$ cat src/core/io_seq_pkg.sv
// Constants, types and register map shared by the I/O sequencer files.
// Assumes a single 20 MHz clock domain and an APB register master.
package io_seq_pkg;

  localparam int CLK_PERIOD_NS   = 50;
  localparam int DEV_TIMEOUT_NS  = 10000;
  // A longest wait rounds down to whole cycles.
  localparam int DEV_TIMEOUT_CYC = DEV_TIMEOUT_NS / CLK_PERIOD_NS;

  localparam logic [7:0] OFS_CTRL      = 8'h00;
  localparam logic [7:0] OFS_DEV       = 8'h04;
  localparam logic [7:0] OFS_OPND      = 8'h08;
  localparam logic [7:0] OFS_OPND_NEXT = 8'h0C;
  localparam logic [7:0] OFS_PSW       = 8'h10;
  localparam logic [7:0] OFS_STATUS    = 8'h14;

  // Word bit 0 is the most significant, so word bit 7 is index 8.
  localparam int         PSW_PROT_BIT   = 8;
  localparam int         CC_W           = 4;
  localparam logic [3:0] CC_NONE        = 4'h0;
  localparam logic [3:0] CC_TIMEOUT     = 4'h4;
  localparam logic [3:0] CC_PROTECT     = 4'h8;
  localparam logic [15:0] RST_PSW       = 16'h0000;
  localparam logic [15:0] RST_HALF      = 16'h0000;

  localparam int ST_BUSY_BIT    = 0;
  localparam int ST_ILLEGAL_BIT = 1;
  localparam int ST_BADOP_BIT   = 2;

  // Opcode bit 1 (index 6) selects the memory form of an instruction.
  localparam int         OPC_FORM_BIT = 6;
  localparam logic [7:0] OPC_CMD      = 8'h9E;
  localparam logic [7:0] OPC_RD       = 8'h9B;
  localparam logic [7:0] OPC_WR       = 8'h9A;
  localparam logic [7:0] OPC_RDH      = 8'h99;
  localparam logic [7:0] OPC_WRH      = 8'h98;
  localparam logic [7:0] OPC_BLKR     = 8'h97;
  localparam logic [7:0] OPC_BLKW     = 8'h96;
  localparam logic [7:0] OPC_LOAD     = 8'h95;

  localparam logic [15:0] LOAD_DEV_LOC = 16'h0078;
  localparam logic [15:0] LOAD_BASE    = 16'h0080;
  localparam logic [1:0]  LOAD_LAST    = 2'h1;
  localparam logic [1:0]  BLK_LAST     = 2'h3;

  typedef enum logic [2:0] {
    K_CMD, K_RD, K_WR, K_RDH, K_WRH, K_BLKR, K_BLKW, K_LOAD
  } op_kind_t;

  typedef enum logic [1:0] {
    DK_CMD = 2'h0, DK_WR = 2'h1, DK_RD = 2'h2
  } dev_kind_t;

  typedef enum logic [6:0] {
    ST_IDLE    = 7'h01,
    ST_PREP    = 7'h02,
    ST_FETCH   = 7'h04,
    ST_DEV_REQ = 7'h08,
    ST_DEV_REL = 7'h10,
    ST_STORE   = 7'h20,
    ST_DONE    = 7'h40
  } seq_state_t;

  typedef struct packed {
    logic        req;
    dev_kind_t   kind;
    logic [15:0] addr;
    logic [7:0]  data;
  } dev_out_t;

  typedef struct packed {
    logic        req;
    logic        we;
    logic [15:0] addr;
    logic [7:0]  wdata;
  } mem_out_t;

endpackage

$ cat src/core/pin_sync.sv
// Two-stage synchroniser for a group of pin inputs.
// Assumes the group is held stable while it is being sampled.
`timescale 1ns/1ps
module pin_sync #(
  parameter int W = 1
) (
  input  wire logic         sys_clk, // System clock.
  input  wire logic         rst,     // Asynchronous reset.
  input  wire logic [W-1:0] din,     // Pin levels.
  output logic      [W-1:0] dout     // Synchronised levels.
);
  logic [W-1:0] meta;

  always_ff @(posedge sys_clk or posedge rst) begin
    if (rst) begin
      meta <= '0;
      dout <= '0;
    end else begin
      meta <= din;
      dout <= meta;
    end
  end
endmodule // pin_sync

$ cat src/core/io_watchdog.sv
// Cycle counter that bounds one device bus transaction.
// Assumes clear is high between transactions and on each new one.
`timescale 1ns/1ps
module io_watchdog #(
  parameter int CYC = 200
) (
  input  wire logic sys_clk, // System clock.
  input  wire logic rst,     // Asynchronous reset.
  input  wire logic clear,   // Restart the count.
  output logic      expired  // Limit reached, held until clear.
);
  localparam int CW = $clog2(CYC + 1);
  localparam logic [CW-1:0] LIMIT = CW'(CYC);

  logic [CW-1:0] cnt;
  logic [CW-1:0] next_cnt;
  logic          next_expired;

  always_comb begin
    next_cnt = cnt;
    next_expired = expired;
    if (clear) begin
      next_cnt = '0;
      next_expired = 1'b0;
    end else if (cnt != LIMIT) begin
      next_cnt = cnt + CW'(1);
      next_expired = (cnt + CW'(1)) == LIMIT;
    end
  end

  always_ff @(posedge sys_clk or posedge rst) begin
    if (rst) begin
      cnt <= '0;
      expired <= 1'b0;
    end else begin
      cnt <= next_cnt;
      expired <= next_expired;
    end
  end
endmodule // io_watchdog

$ cat src/core/io_instruction_sequencer.sv
// Programmed I/O instruction sequencer: byte, pair, block and bootstrap
// transfers between processor memory and multiplexor bus devices.
// Assumes a same-clock memory port and devices that answer a four-phase
// request/acknowledge handshake.
// How it works
// Send command byte to addressed device.
// Device flags failed commands in status.
// Byte read fills low byte, clears high.
// Byte write sends low byte unchanged.
// Block limits from operand and next halfword.
// Software keeps start not above end.
// Block moves start through end inclusive.
// Block read stores ascending memory bytes.
// Block write sends ascending memory bytes.
// Nothing else runs during a block.
// Block cc zero if normal, else nonzero.
// Pair read: first byte high, second low.
// Pair write: high byte first, low next.
// Bootstrap device and command from 78, 79.
// Bootstrap stores upward from address 80.
// Bootstrap skips leading zero bytes only.
// Bootstrap stops after storing final address.
// Bootstrap instruction carries zero register field.
// Transfer stores obey memory protection.
// Protect mode traps, no transfer done.
// Device time-out abandons and sets V.
// Fixed counter bounds each device wait.
//
// Local design decisions: the APB slave port and the placing of the registers.
`timescale 1ns/1ps
module io_instruction_sequencer
  import io_seq_pkg::*;
#(
  parameter int TIMEOUT_CYC = io_seq_pkg::DEV_TIMEOUT_CYC
) (
  input  wire logic                sys_clk,     // System clock.
  input  wire logic                rst,         // Asynchronous reset.
  input  wire logic [7:0]          paddr,       // APB address.
  input  wire logic                psel,        // APB select.
  input  wire logic                penable,     // APB enable.
  input  wire logic                pwrite,      // APB direction.
  input  wire logic [31:0]         pwdata,      // APB write data.
  output logic      [31:0]         prdata,      // APB read data.
  output logic                     pready,      // APB ready.
  output logic                     pslverr,     // APB error.
  output io_seq_pkg::dev_out_t     dev_o,       // Device bus request.
  input  wire logic                dev_ack,     // Device acknowledge pin.
  input  wire logic [7:0]          dev_rdata,   // Device data pins.
  output io_seq_pkg::mem_out_t     mem_o,       // Memory request.
  input  wire logic [7:0]          mem_rdata,   // Memory read byte.
  input  wire logic                mem_ack,     // Memory done.
  input  wire logic                mem_fault,   // Protected store refused.
  output logic                     illegal_irq, // Privilege trap pulse.
  output logic                     cpu_hold     // Instruction stream held.
);
  import io_seq_pkg::*;

  seq_state_t  state, next_state;
  op_kind_t    op, next_op, dkind;
  dev_out_t    next_dev;
  mem_out_t    next_mem;
  logic        memf, next_memf, idx, next_idx, leader, next_leader;
  logic        cmdph, next_cmdph, res_we, next_res_we, cc_we, next_cc_we;
  logic        next_illegal, badop, next_badop, next_hold;
  logic        txn_new, next_txn_new, dvalid, wd_exp, ack_s, start;
  logic        next_start, next_pready, next_pslverr, fin;
  logic        dir_in, srcmem, dstmem, at_end;
  logic [1:0]  pidx, next_pidx;
  logic [23:0] psh, next_psh;
  logic [31:0] full, next_prdata;
  logic [15:0] ptr, next_ptr, last, next_last, target, next_target;
  logic [15:0] res, next_res, devreg, next_devreg, opnd, next_opnd;
  logic [15:0] opnd_next, next_opnd_next, processor_state_word, next_psw, pbase;
  logic [7:0]  byte_r, next_byte, rdata_s, opcode, next_opcode, opc_base;
  logic [3:0]  cc_r, next_cc;
  logic [2:0]  sticky, next_sticky;
  seq_state_t  elem_st;

  pin_sync #(.W(9)) u_sync (
    .sys_clk (sys_clk),
    .rst     (rst),
    .din     ({dev_ack, dev_rdata}),
    .dout    ({ack_s, rdata_s})
  );

  io_watchdog #(.CYC(TIMEOUT_CYC)) u_wd (
    .sys_clk (sys_clk),
    .rst     (rst),
    // Clearing as a new wait is entered keeps a late expiry of the last
    // wait from cutting the next one short.
    .clear   (txn_new || next_txn_new ||
              !(state inside {ST_DEV_REQ, ST_DEV_REL})),
    .expired (wd_exp)
  );

  assign fin = (state == ST_DONE);

  // Register file. Writes other than status clears are ignored while an
  // instruction runs, so operands cannot shift under a transfer.
  always_comb begin
    next_opcode = opcode;
    next_devreg = devreg;
    next_opnd = opnd;
    next_opnd_next = opnd_next;
    next_psw = processor_state_word;
    next_sticky = sticky;
    next_start = 1'b0;
    next_pready = 1'b0;
    next_pslverr = 1'b0;
    next_prdata = prdata;
    if (psel && !penable) begin
      next_pready = 1'b1;
      case (paddr)
        OFS_CTRL:      next_prdata = {24'h00_0000, opcode};
        OFS_DEV:       next_prdata = {16'h0000, devreg};
        OFS_OPND:      next_prdata = {16'h0000, opnd};
        OFS_OPND_NEXT: next_prdata = {16'h0000, opnd_next};
        OFS_PSW:       next_prdata = {16'h0000, processor_state_word};
        OFS_STATUS:    next_prdata = {29'h0000_0000, sticky[2:1], cpu_hold};
        default: begin
          next_prdata = 32'h0000_0000;
          next_pslverr = 1'b1;
        end
      endcase
    end
    if (psel && penable && pready && pwrite && !pslverr) begin
      if (paddr == OFS_STATUS) begin
        next_sticky = sticky & ~pwdata[2:0];
      end else if (!cpu_hold && !start) begin
        case (paddr)
          OFS_CTRL: begin
            next_opcode = pwdata[7:0];
            next_start = 1'b1;
          end
          OFS_DEV:       next_devreg = pwdata[15:0];
          OFS_OPND:      next_opnd = pwdata[15:0];
          OFS_OPND_NEXT: next_opnd_next = pwdata[15:0];
          OFS_PSW:       next_psw = pwdata[15:0];
          default: ;
        endcase
      end
    end
    // Hardware events are applied last, so a set beats a same-cycle clear.
    if (illegal_irq) next_sticky[ST_ILLEGAL_BIT] = 1'b1;
    if (badop) next_sticky[ST_BADOP_BIT] = 1'b1;
    next_sticky[ST_BUSY_BIT] = 1'b0;
    if (fin && cc_we) next_psw[CC_W-1:0] = cc_r;
    if (fin && res_we) next_opnd = res;
  end

  always_ff @(posedge sys_clk or posedge rst) begin
    if (rst) begin
      opcode <= 8'h00;
      devreg <= RST_HALF;
      opnd <= RST_HALF;
      opnd_next <= RST_HALF;
      processor_state_word <= RST_PSW;
      sticky <= 3'h0;
      start <= 1'b0;
      pready <= 1'b0;
      pslverr <= 1'b0;
      prdata <= 32'h0000_0000;
    end else begin
      opcode <= next_opcode;
      devreg <= next_devreg;
      opnd <= next_opnd;
      opnd_next <= next_opnd_next;
      processor_state_word <= next_psw;
      sticky <= next_sticky;
      start <= next_start;
      pready <= next_pready;
      pslverr <= next_pslverr;
      prdata <= next_prdata;
    end
  end

  assign opc_base = opcode & ~(8'h01 << OPC_FORM_BIT);
  assign dir_in = op inside {K_RD, K_RDH, K_BLKR, K_LOAD};
  assign srcmem = memf || (op == K_BLKW);
  assign dstmem = memf || (op == K_BLKR) || (op == K_LOAD);
  assign at_end = (ptr == last);
  assign elem_st = (!dir_in && srcmem) ? ST_FETCH : ST_DEV_REQ;
  assign full = {psh, mem_rdata};

  always_comb begin
    dvalid = 1'b1;
    dkind = K_CMD;
    case (opc_base)
      OPC_CMD:  dkind = K_CMD;
      OPC_RD:   dkind = K_RD;
      OPC_WR:   dkind = K_WR;
      OPC_RDH:  dkind = K_RDH;
      OPC_WRH:  dkind = K_WRH;
      OPC_BLKR: dkind = K_BLKR;
      OPC_BLKW: dkind = K_BLKW;
      OPC_LOAD: dkind = K_LOAD;
      default:  dvalid = 1'b0;
    endcase
    // Bootstrap exists only in memory form.
    if (opc_base == OPC_LOAD) dvalid = opcode[OPC_FORM_BIT];
  end

  always_comb begin
    next_state = state;
    next_op = op;
    next_memf = memf;
    next_ptr = ptr;
    next_last = last;
    next_idx = idx;
    next_pidx = pidx;
    next_psh = psh;
    next_byte = byte_r;
    next_leader = leader;
    next_cmdph = cmdph;
    next_target = target;
    next_res = res;
    next_res_we = res_we;
    next_cc = cc_r;
    next_cc_we = cc_we;
    next_illegal = 1'b0;
    next_badop = 1'b0;
    unique case (state)
      ST_IDLE: if (start) begin
        next_res_we = 1'b0;
        next_cc_we = 1'b0;
        next_state = ST_DONE;
        if (!dvalid) begin
          next_badop = 1'b1;
        end else if (processor_state_word[PSW_PROT_BIT]) begin
          next_illegal = 1'b1;
        end else begin
          next_op = dkind;
          next_memf = opcode[OPC_FORM_BIT];
          next_ptr = opnd;
          next_last = (dkind inside {K_RDH, K_WRH}) ? opnd + 16'h0001 : opnd;
          next_idx = 1'b0;
          next_pidx = 2'h0;
          next_leader = 1'b1;
          next_cmdph = (dkind == K_LOAD);
          next_target = devreg;
          next_res = opnd;
          next_cc_we = 1'b1;
          next_cc = CC_NONE;
          if (dkind == K_LOAD || (dkind inside {K_BLKR, K_BLKW} &&
              opcode[OPC_FORM_BIT])) begin
            next_state = ST_PREP;
          end else begin
            if (dkind inside {K_BLKR, K_BLKW}) next_last = opnd_next;
            next_state = (dkind == K_BLKW || (opcode[OPC_FORM_BIT] &&
              dkind inside {K_CMD, K_WR, K_WRH})) ? ST_FETCH : ST_DEV_REQ;
          end
        end
      end
      ST_PREP: if (mem_ack) begin
        next_psh = full[23:0];
        next_pidx = pidx + 2'h1;
        if (pidx == ((op == K_LOAD) ? LOAD_LAST : BLK_LAST)) begin
          if (op == K_LOAD) begin
            next_target = {8'h00, full[15:8]};
            next_byte = full[7:0];
            next_ptr = LOAD_BASE;
            next_state = ST_DEV_REQ;
          end else begin
            next_ptr = full[31:16];
            next_last = full[15:0];
            next_state = (op == K_BLKW) ? ST_FETCH : ST_DEV_REQ;
          end
        end
      end
      ST_FETCH: if (mem_ack) begin
        next_byte = mem_rdata;
        next_state = ST_DEV_REQ;
      end
      ST_DEV_REQ: if (wd_exp) begin
        next_cc = CC_TIMEOUT;
        next_state = ST_DONE;
      end else if (ack_s) begin
        if (dir_in && !cmdph) next_byte = rdata_s;
        next_state = ST_DEV_REL;
      end
      ST_DEV_REL: if (wd_exp) begin
        next_cc = CC_TIMEOUT;
        next_state = ST_DONE;
      end else if (!ack_s) begin
        if (cmdph) begin
          next_cmdph = 1'b0;
          next_state = ST_DEV_REQ;
        end else if (op == K_LOAD && leader && byte_r == 8'h00) begin
          next_state = ST_DEV_REQ;
        end else if (dir_in && dstmem) begin
          next_state = ST_STORE;
        end else begin
          if (dir_in) begin
            next_res_we = 1'b1;
            next_res = (op == K_RDH) ? {res[7:0], byte_r}
                                     : {8'h00, byte_r};
          end
          next_state = at_end ? ST_DONE : elem_st;
          next_ptr = at_end ? ptr : ptr + 16'h0001;
          next_idx = 1'b1;
        end
      end
      ST_STORE: if (mem_ack) begin
        if (mem_fault) begin
          next_cc = CC_PROTECT;
          next_state = ST_DONE;
        end else begin
          next_leader = 1'b0;
          next_state = at_end ? ST_DONE : elem_st;
          next_ptr = at_end ? ptr : ptr + 16'h0001;
          next_idx = 1'b1;
        end
      end
      ST_DONE: next_state = ST_IDLE;
    endcase
    next_hold = (next_state != ST_IDLE);
    next_txn_new = (next_state == ST_DEV_REQ) && (state != ST_DEV_REQ);
    next_dev.req = (next_state == ST_DEV_REQ);
    next_dev.addr = next_target;
    if (next_cmdph || next_op == K_CMD) next_dev.kind = DK_CMD;
    else if (next_op inside {K_RD, K_RDH, K_BLKR, K_LOAD}) next_dev.kind = DK_RD;
    else next_dev.kind = DK_WR;
    if (next_memf || next_op inside {K_BLKW, K_LOAD}) next_dev.data = next_byte;
    else if (next_op == K_WRH && !next_idx) next_dev.data = opnd[15:8];
    else next_dev.data = opnd[7:0];
    pbase = (next_op == K_LOAD) ? LOAD_DEV_LOC : next_ptr;
    next_mem.req = next_state inside {ST_PREP, ST_FETCH, ST_STORE};
    next_mem.we = (next_state == ST_STORE);
    next_mem.addr = (next_state == ST_PREP) ? pbase + {14'h0000, next_pidx}
                                            : next_ptr;
    next_mem.wdata = next_byte;
  end

  always_ff @(posedge sys_clk or posedge rst) begin
    if (rst) begin
      state <= ST_IDLE;
      op <= K_CMD;
      {memf, idx, leader, cmdph, res_we, cc_we} <= 6'h00;
      {illegal_irq, badop, cpu_hold, txn_new} <= 4'h0;
      {ptr, last, target, res} <= 64'h0000_0000_0000_0000;
      {pidx, byte_r, cc_r} <= 14'h0000;
      psh <= 24'h00_0000;
      dev_o <= '0;
      mem_o <= '0;
    end else begin
      state <= next_state;
      op <= next_op;
      {memf, idx, leader} <= {next_memf, next_idx, next_leader};
      {cmdph, res_we, cc_we} <= {next_cmdph, next_res_we, next_cc_we};
      {illegal_irq, badop} <= {next_illegal, next_badop};
      {cpu_hold, txn_new} <= {next_hold, next_txn_new};
      {ptr, last, target, res} <= {next_ptr, next_last, next_target, next_res};
      {pidx, byte_r, cc_r} <= {next_pidx, next_byte, next_cc};
      psh <= next_psh;
      dev_o <= next_dev;
      mem_o <= next_mem;
    end
  end

  localparam int WAIT_BOUND = 260;
endmodule // io_instruction_sequencer

$ cat config.mk
export PLATFORM = sky130hd
export DESIGN_NAME = io_instruction_sequencer
export DESIGN_NICKNAME = d
export VERILOG_FILES = /design/src/core/io_seq_pkg.sv /design/src/core/pin_sync.sv /design/src/core/io_watchdog.sv /design/src/core/io_instruction_sequencer.sv
export SDC_FILE = /design/constraint.sdc
export NUM_CORES = 1
export LEC_CHECK = 0
export ABC_CLOCK_PERIOD_IN_PS = 8700
export BUFFER_PORTS_ARGS = -buffer_cell sky130_fd_sc_hd__buf_2
export CAP_MARGIN = 20
export CORE_ASPECT_RATIO = 0.6
export CORE_MARGIN = 4
export CORE_UTILIZATION = 45
export DETAILED_ROUTE_END_ITERATION = 10
export GPL_TIMING_DRIVEN = 1
export PLACE_DENSITY_LB_ADDON = 0.12
export RECOVER_POWER = 50
export SETUP_SLACK_MARGIN = 0.1
export SLEW_MARGIN = 10
export SYNTH_ARGS = -nofsm -noshare
export SYNTH_HDL_FRONTEND = slang
export SYNTH_SLANG_ARGS = --single-unit
$ cat constraint.sdc
create_clock -name sys_clk -period 8.7 [get_ports sys_clk]
set_input_delay 1.74 -clock sys_clk [delete_from_list [all_inputs] [get_ports sys_clk]]
set_output_delay 1.74 -clock sys_clk [all_outputs]
set_load 0.02 [all_outputs]
==> flow_metrics.env <==
export IMPL_cts_made_buffers=27
export IMPL_netlist_instances=1428
export IMPL_r2r_start="state[6]$_DFF_PP0_"
export IMPL_post_route_util_pct=51.3
export IMPL_finalPower_mw=2.49
export IMPL_drt_iter0_markers=1356
export IMPL_root_buffer="clkbuf_16"
export IMPL_vias=11700
export IMPL_cp_end_kind="flop"
export IMPL_preCtsSetupSlack_ns=3.12
export IMPL_fmax_ghz=0.178
export IMPL_grt_start_max_net_pins=188
export IMPL_slew_violations=94
export IMPL_maxCapViolations=2
export IMPL_dp_final_hpwl_mm=32.7
export IMPL_core_area_um2=30300
export IMPL_startpoint="state[6]$_DFF_PP0_"
export IMPL_synth_warnings=0
export IMPL_finalSetupViolations=0
export IMPL_worstReg2RegEnd="mem_o[14]$_DFF_PP0_"
export IMPL_grt_usage_pct=26.1
export IMPL_finClkSkew_ns=0.0107
export IMPL_num_io_pins=153
export IMPL_maxSlewHeadroom_pct=-139
export IMPL_final_nets=1567
export IMPL_initial_core_util_pct=46.1
export IMPL_worst_r2r_path_depth=14
export IMPL_synth_seq_cells=269
export IMPL_viasPerCell=6.08
export IMPL_cts_sinks=269
export IMPL_worst_pin_slew_ns=3.59
export IMPL_ys_seq_area_share_pct=48.2
export IMPL_yosys_area_top_type="dfrtp_1"
export IMPL_crit_arrival_ns=6.04
export IMPL_critPathRequiredTime_ns=9.14
export IMPL_violations="capacitance limit, slew limit"
export IMPL_ys_flop_type="dfrtp_1"
export IMPL_postCtsHoldBufs=0
export IMPL_tns_ns=0
export IMPL_postPlaceCellArea_um2=14800
export IMPL_cts_tree="yes"
export IMPL_htree_num_levels=1
export IMPL_clk_pin_slew_worst_paths_ns=0.06
export IMPL_rsz0062_at_grt="false"
export IMPL_reg2reg_slack_ns=3.09
export IMPL_fin_area_um2=15500
export IMPL_row_count=49
export IMPL_worstPathCellList="nor4_1, nand3_1, a211oi_1, buf_4, a221oi_1, nand2_1, a21oi_1, a21boi_0, o21bai_1, nand2_1, fa_1, or3_1, o31a_1, o32a_1"
export IMPL_status="finished, violations left"
export IMPL_synth_most_common_cell="dfrtp_1"
export IMPL_p_leak_nw=7.44
export IMPL_critical_path_slowest_cell="nor4_1"
export IMPL_drt_first_pass_iters=6
export IMPL_endpoint="mem_o[14]$_DFF_PP0_"
export IMPL_setup_ws_ns=3.09
export IMPL_finalCritPeriodShare_pct=64.4
export IMPL_antenna_found_initial=2
export IMPL_critical_path_max_stage_delay_ns=0.81
export IMPL_die_y_um=145
export IMPL_drc_errors=0
export IMPL_numPortBuffers=120
export IMPL_die_x_um=236
export IMPL_critPathLaunchType="flop"
export IMPL_fp_dieArea_um2=34000
export IMPL_cts_buffer_depth=3
export IMPL_cts_setup_buffers=0
export IMPL_yosysUniqueCellTypes=91
export IMPL_cts_repair_resized=0
export IMPL_clk_latency_ns=0.56
export IMPL_antenna_left=0
export IMPL_post_route_min_period_ns=5.61
export IMPL_drive_gt1_share_pct=18.5
export IMPL_synth_edff_count=0
export IMPL_post_drt_wl_per_cell_um=23.4
export IMPL_grt_pass1_wl_mm=68.8
export IMPL_synth_top_area_share_pct=48.0
export IMPL_synthArstFlopShare_pct=100
export IMPL_hold_viol_final=0
export IMPL_grt_overflow=0
export IMPL_path_max_fanout=36
export IMPL_wl_mm=44.9
export IMPL_final_instance_count_excl_fill=1918
export IMPL_grt_pass1_vias=11000
export IMPL_path_class="flop to flop"
export IMPL_min_path_type="flop to flop"
export IMPL_finalHoldWorstSlack_ns=0.351
export IMPL_peakVddDrop_v=0.000116
export IMPL_ys_top_cells_by_count="dfrtp_1 (268), nand2_1 (148), nor2_1 (140), a21oi_1 (88), mux2_2 (77)"
export IMPL_p_per_area_nw_per_um2=160
export IMPL_min_from="u_sync.meta[7]$_DFF_PP0_"
export IMPL_avgSynthCellArea_um2=9.79
export IMPL_place_inst=1873
export IMPL_crit_top_cell="nand2_1"
export IMPL_area_growth_pct=11.2
export IMPL_ys_top_cells_by_area="dfrtp_1 (48%), mux2_2 (6.2%), nand2_1 (4.0%)"
export IMPL_gp_congestion=0.942
export IMPL_synth_area_um2=14000
==> area by class of cell <==
| type | instances | area, um2 |
|---|---|---|
| repair buffers | 138 | 731 |
| inverters | 37 | 140 |
| fillers | 2866 | 14700 |
| flip-flops and latches | 269 | 6730 |
| diodes | 1 | 2.50 |
| multi-input cells | 1022 | 6600 |
| clock buffers | 37 | 773 |
| well taps | 408 | 510 |
| clock inverters | 6 | 58.8 |
==> registers in the layout (all words and copies together) (netlist names), 9 cells and up <==
name / flops
u_sync.dout: 9
res: 16
target: 16
psh: 24
prdata: 16
opnd: 16
ptr: 16
u_sync.meta: 9
opnd_next: 16
last: 16
mem_o: 18
devreg: 16
dev_o: 11
processor_state_word: 16
==> worst max-delay path, delay by kind of cell (launching register included) <==
family                   cells  cell delay [ns]
AND/OR/NAND/NOR              5             2.02
AO/OA/AOI/OAI                7             1.94
flip-flops                   1             0.55
buffers and inverters        1             0.50
adder cells (fa/ha/maj)      1             0.49
==> report_power, final <==
group	total, mW	internal (mW)	switching (mW)
clock	1.15	0.644	0.502
sequential	1.27	1.26	0.00629
combinational	0.0831	0.0182	0.0650
total	2.49	1.92	0.573
==> layer usage <==
layer  part of all wire [%]  vias to the layer above  track usage [%]
li1                       -                     5238                -
met1                     49                     5882             42.0
met2                     39                      495             35.1
met3                    9.7                       46             7.07
met4                    1.6                        0             4.38
met5                      0                        -                0
==> placed cells by master (no fill, tap or decap), types with 10 or more instances in the layout <==
| cell type | n |
|---|---|
| clkbuf_16 | 27 |
| o21ai_1 | 10 |
| nand2_1 | 148 |
| a22o_1 | 16 |
| nand2b_1 | 10 |
| inv_1 | 35 |
| conb_1 | 16 |
| clkbuf_1 | 10 |
| mux2i_1 | 39 |
| a21oi_1 | 88 |
| nor2b_1 | 18 |
| dfrtp_1 | 268 |
| buf_2 | 118 |
| o21ai_0 | 62 |
| a211oi_1 | 29 |
| a222oi_1 | 12 |
| xor2_1 | 40 |
| nand4_1 | 17 |
| a31oi_1 | 27 |
| nand3_1 | 44 |
| mux2_2 | 77 |
| and3_1 | 18 |
| a21o_1 | 12 |
| nor4_1 | 10 |
| a221oi_1 | 21 |
| nor2_1 | 139 |
| nor3_1 | 18 |
| buf_4 | 13 |
==> how the worst min path moves through the flow <==
stage / cells after the start / to / slack, ns
6_report: 0 / u_sync.dout[7]$_DFF_PP0_ / 0.35
3_5_place_dp: 0 / u_sync.dout[7]$_DFF_PP0_ / 0.34
2_1_floorplan: 0 / u_sync.dout[0]$_DFF_PP0_ / 0.33
3_3_place_gp: 0 / u_sync.dout[8]$_DFF_PP0_ / 0.34
4_1_cts: 0 / u_sync.dout[7]$_DFF_PP0_ / 0.35
5_1_grt: 0 / u_sync.dout[6]$_DFF_PP0_ / 0.36
==> cell families (layout without fill, tap and decap cells) <==
logic type      after synthesis  in the layout  synth area share, %
compound gates              352            352                 17.1
xor+xnor                     49             49                 3.07
fa+ha+maj                     8              8                0.770
buf+inv                     152            218                 4.97
flops                       269            269                 48.2
mux                         116            116                 9.00
other cells                   1             17               0.0268
simple gates                481            481                 16.9
Note: power is estimated with default switching activity, not from simulation.
